==> src/inc/lvdc_pkg.sv <==
// constants for the ddr lvds sample capture front end
// assumes: one system clock; link pins arrive asynchronously and are resynchronised
package lvdc_pkg;
   localparam int DATA_W = 12;
   localparam int LANE_W = 12;
   // all-zeros word is full-scale current in offset binary
   localparam logic [11:0] WORD_FULL_SCALE = 12'h000;
   localparam logic [11:0] WORD_ZERO_CURRENT = 12'hfff;
   localparam logic [11:0] GATED_WORD = 12'h000;
   localparam logic [11:0] LANE_ENA_RESET = 12'hfff;
   localparam int FIFO_AW = 3;
   localparam int DIV_W = 4;
   localparam logic [3:0] DIV_RESET = 4'h0;
endpackage : lvdc_pkg

==> src/design/lvdc_capture.sv <==
// ddr lvds sample capture: pairs rising/falling words, fifo, output word stream
// assumes: ddr_source_clock, lanes and sync/align pins are sampled on clock after
// two flops; the source clock is much slower than clock (oversampled edges)
//
// Notes on behaviour
// - one word is taken on each edge of the source clock, two per source cycle.
// - the rising-edge word fills the first slot and the falling-edge word the second.
// - without bus reversal lane 11 is the msb and lane 0 the lsb.
// - sync is sampled on the source clock rising edge and resets the fifo pointers.
// - align is sampled on the converter clock rising edge and resets the dividers.
// - words are offset binary: all zeros is full-scale current, all ones is none.
// - while transmit_gate is low input is ignored and the word path carries zeros, so current_output_r drives full scale.
`timescale 1ns/1ps
module lvdc_capture #(
   parameter int DATA_W = lvdc_pkg::DATA_W,
   parameter int AW = lvdc_pkg::FIFO_AW,
   parameter int DIV_W = lvdc_pkg::DIV_W
) (
   input wire logic clock,
   input wire logic rst,
   input wire logic ddr_source_clock,
   input wire logic [DATA_W-1:0] lane_data,
   input wire logic fifo_sync_input,
   input wire logic converter_sample_clock,
   input wire logic divider_align_input,
   input wire logic transmit_gate,
   input wire logic bus_reverse,
   input wire logic [DATA_W-1:0] lane_enable,
   output logic [DATA_W-1:0] sample_word_r,
   output logic sample_valid_r,
   output logic [DATA_W-1:0] current_output_r,
   output logic [DIV_W-1:0] divider_count_r,
   output logic fifo_overflow_r
);
   // ==========================================================
   // input synchronisers
   logic [DATA_W-1:0] data_s1_r, data_s2_r;
   logic [5:0] ctl_s1_r, ctl_s2_r;
   logic dclk_d_r, cclk_d_r;

   always_ff @(posedge clock or posedge rst) begin
      if (rst) begin
         data_s1_r <= '0;
         data_s2_r <= '0;
         ctl_s1_r <= '0;
         ctl_s2_r <= '0;
      end else begin
         data_s1_r <= lane_data;
         data_s2_r <= data_s1_r;
         ctl_s1_r <= {ddr_source_clock, fifo_sync_input, converter_sample_clock,
                      divider_align_input, transmit_gate, bus_reverse};
         ctl_s2_r <= ctl_s1_r;
      end
   end

   logic dclk_s, sync_s, cclk_s, align_s, gate_s, rev_s;
   assign {dclk_s, sync_s, cclk_s, align_s, gate_s, rev_s} = ctl_s2_r;

   always_ff @(posedge clock or posedge rst) begin
      if (rst) begin
         dclk_d_r <= 1'b0;
         cclk_d_r <= 1'b0;
      end else begin
         dclk_d_r <= dclk_s;
         cclk_d_r <= cclk_s;
      end
   end

   logic dclk_rise, dclk_fall, cclk_rise;
   assign dclk_rise = dclk_s & ~dclk_d_r;
   assign dclk_fall = ~dclk_s & dclk_d_r;
   assign cclk_rise = cclk_s & ~cclk_d_r;

   // ==========================================================
   // word capture
   function automatic logic [DATA_W-1:0] lvdc_order(input logic [DATA_W-1:0] w,
                                                    input logic rev);
      logic [DATA_W-1:0] o;
      o = w;
      if (rev) begin
         for (int i = 0; i < DATA_W; i++) begin
            o[i] = w[DATA_W-1-i];
         end
      end
      return o;
   endfunction : lvdc_order

   logic [DATA_W-1:0] word_in;
   // disabled word bits (lane_enable is applied after bus reversal) and a closed gate both force zeros
   assign word_in = gate_s ? (lvdc_order(data_s2_r, rev_s) & lane_enable)
                           : lvdc_pkg::GATED_WORD;

   logic [DATA_W-1:0] first_slot_r;
   logic have_first_r;

   always_ff @(posedge clock or posedge rst) begin
      if (rst) begin
         first_slot_r <= '0;
         have_first_r <= 1'b0;
      end else if (dclk_rise) begin
         first_slot_r <= word_in;
         have_first_r <= 1'b1;
      end else if (dclk_fall) begin
         have_first_r <= 1'b0;
      end
   end

   // ==========================================================
   // fifo of sample pairs
   logic [AW:0] wr_ptr_r, rd_ptr_r;
   logic wr_en, fifo_full, fifo_empty, sync_hit;
   assign sync_hit = dclk_rise & sync_s;
   assign fifo_full = (wr_ptr_r[AW] != rd_ptr_r[AW]) &&
                      (wr_ptr_r[AW-1:0] == rd_ptr_r[AW-1:0]);
   assign fifo_empty = wr_ptr_r == rd_ptr_r;
   // pair is only written once its falling word arrives
   assign wr_en = dclk_fall & have_first_r & ~fifo_full & ~sync_hit;

   logic [2*DATA_W-1:0] rd_pair;
   lvdc_pair_mem #(.WIDTH(2*DATA_W), .AW(AW)) i_lvdc_pair_mem (
      .clock(clock),
      .wr_en(wr_en),
      .wr_addr(wr_ptr_r[AW-1:0]),
      .wr_data({first_slot_r, word_in}),
      .rd_addr(rd_ptr_r[AW-1:0]),
      .rd_data(rd_pair)
   );

   always_ff @(posedge clock or posedge rst) begin
      if (rst) begin
         wr_ptr_r <= '0;
         fifo_overflow_r <= 1'b0;
      end else if (sync_hit) begin
         wr_ptr_r <= '0;
         fifo_overflow_r <= 1'b0;
      end else begin
         if (wr_en) begin
            wr_ptr_r <= wr_ptr_r + 1'b1;
         end
         if (dclk_fall & have_first_r & fifo_full) begin
            fifo_overflow_r <= 1'b1;
         end
      end
   end

   // ==========================================================
   // read side: one pair per two converter clock rises
   typedef enum logic [1:0] {LVDC_IDLE, LVDC_WAIT, LVDC_FIRST, LVDC_SECOND} lvdc_state_t;
   lvdc_state_t rd_state_r;

   always_ff @(posedge clock or posedge rst) begin
      if (rst) begin
         rd_ptr_r <= '0;
         rd_state_r <= LVDC_IDLE;
         sample_word_r <= lvdc_pkg::WORD_ZERO_CURRENT;
         sample_valid_r <= 1'b0;
      end else if (sync_hit) begin
         rd_ptr_r <= '0;
         rd_state_r <= LVDC_IDLE;
         sample_valid_r <= 1'b0;
      end else begin
         sample_valid_r <= 1'b0;
         unique case (rd_state_r)
            LVDC_IDLE: begin
               if (cclk_rise && !fifo_empty) begin
                  rd_state_r <= LVDC_WAIT;
               end
            end
            LVDC_WAIT: begin
               rd_state_r <= LVDC_FIRST; // registered memory read lands here
            end
            LVDC_FIRST: begin
               sample_word_r <= gate_s ? rd_pair[2*DATA_W-1:DATA_W] : lvdc_pkg::GATED_WORD;
               sample_valid_r <= 1'b1;
               rd_state_r <= LVDC_SECOND;
            end
            LVDC_SECOND: begin
               if (cclk_rise) begin
                  sample_word_r <= gate_s ? rd_pair[DATA_W-1:0] : lvdc_pkg::GATED_WORD;
                  sample_valid_r <= 1'b1;
                  rd_ptr_r <= rd_ptr_r + 1'b1;
                  rd_state_r <= LVDC_IDLE;
               end
            end
         endcase
      end
   end

   // ==========================================================
   // output current code and converter-clock dividers
   always_ff @(posedge clock or posedge rst) begin
      if (rst) begin
         current_output_r <= '0;
      end else if (sample_valid_r) begin
         // offset binary: code zero drives full scale
         current_output_r <= ~sample_word_r;
      end
   end

   always_ff @(posedge clock or posedge rst) begin
      if (rst) begin
         divider_count_r <= lvdc_pkg::DIV_RESET;
      end else if (cclk_rise) begin
         if (align_s) begin
            divider_count_r <= lvdc_pkg::DIV_RESET;
         end else begin
            divider_count_r <= divider_count_r + 1'b1;
         end
      end
   end
endmodule : lvdc_capture

==> src/design/lvdc_pair_mem.sv <==
// small sample-pair memory for the input fifo
// assumes: single clock, one write and one read port, registered read data
`timescale 1ns/1ps
module lvdc_pair_mem #(
   parameter int WIDTH = 24,
   parameter int AW = 3
) (
   input wire logic clock,
   input wire logic wr_en,
   input wire logic [AW-1:0] wr_addr,
   input wire logic [WIDTH-1:0] wr_data,
   input wire logic [AW-1:0] rd_addr,
   output logic [WIDTH-1:0] rd_data
);
   logic [WIDTH-1:0] mem [0:(1<<AW)-1];

   always_ff @(posedge clock) begin
      if (wr_en) begin
         mem[wr_addr] <= wr_data;
      end
   end

   // no reset on the array or the read register; the reader only uses read data after its wait state
   always_ff @(posedge clock) begin
      rd_data <= mem[rd_addr];
   end
endmodule : lvdc_pair_mem

==> config.mk <==
export PLATFORM = sky130hd
export DESIGN_NAME = lvdc_capture
export DESIGN_NICKNAME = d
export VERILOG_FILES = /design/src/inc/lvdc_pkg.sv /design/src/design/lvdc_capture.sv /design/src/design/lvdc_pair_mem.sv
export SDC_FILE = /design/constraint.sdc
export NUM_CORES = 1
export LEC_CHECK = 0
export BUFFER_PORTS_ARGS = -buffer_cell sky130_fd_sc_hd__buf_2
export CAP_MARGIN = 20
export CORE_ASPECT_RATIO = 1.5
export CORE_MARGIN = 2
export CORE_UTILIZATION = 45
export DETAILED_ROUTE_END_ITERATION = 16
export SYNTH_ARGS = -nofsm -noshare
export SYNTH_HDL_FRONTEND = slang
export SYNTH_SLANG_ARGS = --single-unit
==> constraint.sdc <==
create_clock -name clock -period 6.3 [get_ports clock]
set_input_delay 0.945 -clock clock [delete_from_list [all_inputs] [get_ports clock]]
set_output_delay 0.945 -clock clock [all_outputs]
set_load 0.01 [all_outputs]
==> results of run 1 <==
-- flip-flops by register name, summed over array words and instances (netlist names) --
register and flops:
cclk_d_r 1, data_s1_r 12, i_lvdc_pair_mem.rd_data 24, ctl_s1_r 6, sample_word_r 12, wr_ptr_r 4
rd_ptr_r 4, have_first_r 1, fifo_overflow_r 1, ctl_s2_r 6, data_s2_r 12, rd_state_r 2
i_lvdc_pair_mem.mem 192, sample_valid_r 1, first_slot_r 12, current_output_r 12, divider_count_r 4, dclk_d_r 1
-- final timing paths --
kind	depth (start not counted)	to	slack [ns]
max in group asynchronous	3	rd_ptr_r[0]	4.76
max	6	i_lvdc_pair_mem.mem[0][5]	3.54
min	0	ctl_s2_r[1]	0.35
max reg2reg	6	i_lvdc_pair_mem.mem[0][5]	3.54
min in group asynchronous	2	current_output_r[0]	0.47
min reg2reg	0	ctl_s2_r[1]	0.35
-- where the power goes --
part	total, W	internal (W)	switching, W	leakage [nW]
sequential	0.00250	0.00234	0.000162	3.04
combinational	0.000918	0.000490	0.000428	1.38
clock	0.00167	0.000965	0.000707	0.437
total	0.00509	0.00380	0.00130	4.85
-- layout make-up --
class	count	area (sq um)
well taps	328	410
multi-input cells	270	2740
clock buffers	34	744
inverters	18	70.1
repair buffers	74	423
fillers	2055	12000
flip-flops and latches	307	8540
clock inverters	18	171
-- metrics by stage --
stage | setup WS (ns) | power [W] | hold WS, ns | instances | instance area, sq um
after global placement | 3.45 | 0.00343 | 0.332 | 996 | 12200
after detailed placement | 3.37 | 0.00346 | 0.336 | 996 | 12200
after floorplan | 2.96 | 0.00319 | 0.331 | 623 | 11400
final | 3.54 | 0.00509 | 0.346 | 1049 | 13100
after global routing | 3.23 | 0.00532 | 0.357 | 1049 | 13100
after CTS | 3.36 | 0.00515 | 0.350 | 1048 | 13100
-- worst reg2reg max path, stage by stage (launching register included) --
cell and delay, ns:
dfrtp_2 0.34, buf_4 0.59, xor2_1 0.33, o41a_1 0.33, nand3_1 0.27, nor3_2 0.16, buf_4 0.37
-- Yosys cell counts (2+ instances only) --
master / n
edfxtp_1: 192
dfrtp_1: 79
mux2_2: 49
mux4_2: 48
nand2_1: 44
nor2_1: 30
mux2i_1: 29
dfxtp_1: 24
inv_1: 18
o21ai_0: 16
clkbuf_1: 14
dfstp_2: 12
buf_2: 10
ha_1: 9
nor3_1: 6
xor2_1: 4
a21oi_1: 3
nand2b_1: 3
nand3_1: 3
nand4_1: 3
xnor2_1: 3
a31oi_1: 2
and2_1: 2
buf_1: 2
nor2b_1: 2
or3_1: 2
-- kinds of logic after synthesis --
kind of cell | after synthesis
AND/OR/NAND/NOR | 99
buffers and inverters | 46
flip-flops | 307
XOR/XNOR | 8
multiplexers | 126
adder cells (fa/ha/maj) | 9
AO/OA/AOI/OAI | 28
-- metal layers --
metal | GRT usage (%) | wire, microns
met5 | 0 | 0
met4 | 4.87 | 408
met3 | 2.28 | 905
met2 | 28.4 | 11000
met1 | 20.8 | 8890
==> impl_metrics.py, run 1 <==
metrics = {
    "floorplanning": {
        "core_area_sq_um": 25100,
        "num_io_pins": 62,
        "die_h_microns": 199,
        "rows": 71,
        "die_w_microns": 134,
        "start_util_pct": 45.7,
        "die-area_sq_um": 26800,
    },
    "yosys": {
        "synth_area_leaders": "edfxtp_1, dfrtp_1, mux4_2",
        "syn_area_per_cell_sq_um": 18.4,
        "synth_cells": 623,
        "syn_nets": 664,
        "synth_area_sq_um": 11400,
        "synthAdderAreaFrac_pct": 0.984,
        "synthSimpleGateAreaFrac_pct": 3.77,
        "synth_top_area_share_pct": 50.4,
        "synth_top_area_cell": "edfxtp_1",
        "async_flop_share_pct": 29.6,
        "synth_warnings": 0,
        "synth_cell_types": 40,
        "synth_compound_area_share_pct": 1.44,
        "synth_mux_area_share_pct": 16.8,
        "yosys_most_used_dff": "edfxtp_1",
        "ys_ff_latch": 307,
        "synthXorXnorAreaFrac_pct": 0.678,
        "ys_seq_area_share_pct": 74.6,
        "synth_edf_count": 192,
        "synth_top_family_by_area": "multiplexers",
    },
    "route": {
        "drc": 0,
        "drtIter0Drc": 313,
        "wl_per_cell_microns": 20.2,
        "route.antenna.remaining_nets": 0,
        "wirelength_mm": 21.2,
        "first_pass_iters": 4,
        "viasPerCell": 5.24,
        "via_count": 5497,
    },
    "hold_path": {
        "hp-start": "ctl_s1_r[1]",
        "hold_class": "flip-flop to flip-flop",
    },
    "timing": {
        "fin_crit_ns": 2.76,
        "setup_viol": 0,
        "slew_headroom_pct": 35.0,
        "report.final.slew_viol_count": 0,
        "timing_hold_violations_final": 0,
        "setup_tns_ns": 0,
        "finalCritPeriodShare_pct": 43.8,
        "fmax_ghz": 0.362,
        "tightest_slew_ns": 0.975,
        "finalClockSkew_ns": 0.0114,
        "rsz0062_at_grt": "false",
    },
    "pwr": {
        "power_density_nw_per_um2": 389,
        "leakage_nw": 4.85,
        "ir_worst_vdd_mv": 0.185,
    },
    "cells_and_area": {
        "final_cell_mix": "edfxtp_1, dfrtp_1, buf_2, mux2_2, mux4_2",
        "diodes": 0,
        "drive_gt1_share_pct": 33.1,
        "fin_nets": 740,
        "area_growth_syn_to_layout_pct": 14.5,
        "final_common_cell": "edfxtp_1",
        "final_util_pct": 52.3,
    },
    "setup_path": {
        "crit_chain": "buf_4, xor2_1, o41a_1, nand3_1, nor3_2, buf_4",
        "start_kind": "flip-flop",
        "criticalPathCategory": "flip-flop to flip-flop",
        "crit_path_frequent_cell": "buf_4",
        "crit_arrival_ns": 2.96,
        "cpMaxStageDelayCell": "buf_4",
        "crit_required_ns": 6.50,
        "critPathMaxStageDelay_ns": 0.59,
        "worst_path_dominant_cell_family": "buffers and inverters",
        "critPathLaunch": "rd_ptr_r[1]",
        "cp_max_fo": 52,
        "r2r-start": "rd_ptr_r[1]",
        "cp_num_buf_inv": 2,
        "end_kind": "flip-flop",
    },
    "cts": {
        "clockBufferDepth": 3,
        "cts_tree": "done",
        "htree_levels": 1,
        "numCtsBuffers": 28,
        "holdBufCountCts": 0,
        "cts_resized": 0,
        "clkTransAtPathRegs_ns": 0.06,
        "cts_sinks": 307,
        "root_buffer": "clkbuf_16",
        "clock_latency_ns": 0.55,
        "post_cts_buffers": 0,
    },
    "global_route": {
        "grt_max_degree": 53,
        "grt_use_total_pct": 16.1,
        "grt_pass1_vias": 5867,
        "antenna_found_initial": 0,
        "grt-ovfl-total": 0,
        "grt_pass1_wl_mm": 32.6,
    },
    "run": {
        "maxCapViolations": 0,
    },
    "place": {
        "place_hpwl_mm": 13.3,
        "globalplace.congestion": 0.731,
        "port_buffers": 61,
    },
    "run_status": {
        "status": "completed",
    },
}
(Power assumes the default switching activity.)
==> run 2: changes to the inputs <==
==> constraint.sdc (replaced) <==
create_clock -name clock -period 2.75 [get_ports clock]
set_input_delay 0.4125 -clock clock [delete_from_list [all_inputs] [get_ports clock]]
set_output_delay 0.4125 -clock clock [all_outputs]
set_load 0.01 [all_outputs]
==> impl_metrics.py, run 2 (synthesis results as in run 1) <==
metrics = {
    "run_status": {
        "status": "completed",
    },
    "route": {
        "wl_per_cell_microns": 19.6,
        "viasPerCell": 5.21,
        "route.antenna.remaining_nets": 0,
        "met3_length_microns": 882,
        "via_count": 5593,
        "drtIter0Drc": 348,
        "drc": 0,
        "wirelength_mm": 21.1,
        "first_pass_iters": 6,
        "dr_wl_met2_mm": 11.2,
        "drt-met1-wl_mm": 8.58,
        "highest-signal-layer": "met4",
    },
    "cells_and_area": {
        "multi_input_area_sq_um": 2760,
        "final_cell_mix": "edfxtp_1, dfrtp_1, buf_2, mux2_2, mux4_2",
        "reg.largest.list": "i_lvdc_pair_mem.mem (192), i_lvdc_pair_mem.rd_data (24)",
        "final_common_cell": "edfxtp_1",
        "seq_area_sq_um": 8540,
        "fin_cells": 1073,
        "fin_nets": 763,
        "top_register": "i_lvdc_pair_mem.mem",
        "final.fill_count": 2008,
        "drive_gt1_share_pct": 32.5,
        "diodes": 0,
        "area_growth_syn_to_layout_pct": 17.4,
        "largest_register_ffs": 192,
    },
    "floorplanning": {
        "start_util_pct": 45.7,
        "rows": 71,
        "die_h_microns": 199,
        "num_io_pins": 62,
        "core_area_sq_um": 25100,
        "die_w_microns": 134,
        "die-area_sq_um": 26800,
    },
    "place": {
        "dp_cells": 1001,
        "port_buffers": 61,
        "place_hpwl_mm": 12.3,
        "globalplace.congestion": 0.759,
    },
    "setup_path": {
        "crit_arrival_ns": 2.57,
        "end_kind": "flip-flop",
        "critPathLaunch": "wr_ptr_r[1]",
        "crit_chain": "xor2_1, o41a_1, nand3_1, nor2_2, buf_4",
        "r2r-start": "wr_ptr_r[1]",
        "cpMaxStageDelayCell": "dfrtp_1",
        "crit_required_ns": 2.97,
        "worst_path_dominant_cell_family": "flip-flops",
        "cp_num_buf_inv": 1,
        "criticalPathCategory": "flip-flop to flip-flop",
        "critPathMaxStageDelay_ns": 0.59,
        "cp_max_fo": 18,
        "start_kind": "flip-flop",
    },
    "cts": {
        "root_buffer": "clkbuf_16",
        "cts_resized": 0,
        "clockBufferDepth": 3,
        "clock_latency_ns": 0.55,
        "numCtsBuffers": 29,
        "htree_levels": 1,
        "clkTransAtPathRegs_ns": 0.06,
        "cts_sinks": 307,
        "cts_tree": "done",
    },
    "timing": {
        "slew_headroom_pct": 48.3,
        "finalCritPeriodShare_pct": 85.5,
        "fmax_ghz": 0.425,
        "tightest_slew_ns": 0.776,
        "whs_ns": 0.0109,
        "rsz0062_at_grt": "false",
        "timing_hold_violations_final": 0,
        "setup_tns_ns": 0,
        "fin_crit_ns": 2.35,
        "finalClockSkew_ns": 0.0101,
        "setup_viol": 0,
        "report.final.slew_viol_count": 0,
    },
    "run": {
        "maxCapViolations": 0,
    },
    "hold_path": {
        "hold_class": "input pin to asynchronous set/reset pin",
    },
    "global_route": {
        "grt-ovfl-total": 0,
        "grt_max_degree": 92,
        "grt_use_total_pct": 16.4,
        "antenna_found_initial": 0,
        "grt_pass1_wl_mm": 33.3,
        "grt_pass1_vias": 5973,
    },
    "pwr": {
        "power_density_nw_per_um2": 875,
        "leakage_nw": 4.97,
        "ir_worst_vdd_mv": 0.663,
    },
}
## run 2: cell types whose count changed in the layout (fill, tap and decap cells not counted), moves of 3 or more
cell	change
buf_12	+8
buf_4	-3
clkbuf_1	+4
dlygate4sd3_1	+18
nor3_2	-3
nor3_4	+3
## run 2: final cells by class
cell class                      count  share of cell area (%)
Tap cell                          328                    3.05
Multi-Input combinational cell    270                    20.5
Timing Repair Buffer               96                    5.31
Clock buffer                       41                    5.91
Clock inverter                     13                    1.13
Inverter                           18                   0.531
Sequential cell                   307                    63.6
## run 2: worst register-to-register path, delay by kind of cell, from the launching register on
| family | cells | cell delay, ns |
|---|---|---|
| flip-flops | 1 | 0.59 |
| XOR/XNOR | 1 | 0.32 |
| AND/OR/NAND/NOR | 2 | 0.44 |
| AO/OA/AOI/OAI | 1 | 0.33 |
| buffers and inverters | 1 | 0.33 |
## run 2: routing by layer
metal	GRT usage [%]	up-vias
met2	29.5	129
met4	4.72	0
met1	20.8	2892
met5	0	-
li1	-	2547
met3	2.33	25
## run 2: per-stage QoR
step | instance area [sq um] | utilization (%) | worst slack (ns) | total power, W
floorplan | 11500 | - | 0.0404 | 0.00732
global placement | 12300 | 49.2 | 0.504 | 0.00789
detailed placement | 12300 | 49.2 | 0.388 | 0.00796
CTS | 13400 | 53.7 | 0.377 | 0.0119
global route | 13400 | 53.7 | 0.235 | 0.0124
finish | 13400 | 53.7 | 0.398 | 0.0118
## run 2: worst paths after layout
path,cells past startpoint,end,slack [ns]
worst max-delay path,5,i_lvdc_pair_mem.mem[6][1],0.40
min in group clock,3,i_lvdc_pair_mem.mem[6][8],0.34
worst min-delay path,3,current_output_r[4],0.01
max in group asynchronous,3,rd_ptr_r[0],2.32
worst min register to register,0,data_s2_r[2],0.35
worst max register to register,5,i_lvdc_pair_mem.mem[6][1],0.40
## run 2: timing repair
action | 4_1_cts | 5_1_grt
hold buffers | 18 | 0
endpoints found under the hold margin | 18 | 0
setup buffers | 0 | 0
## run 2: where the power goes
group	internal, W	switching, W
Sequential	0.00536	0.000311
Clock	0.00230	0.00162
Combinational	0.00114	0.00102
Total	0.00881	0.00295
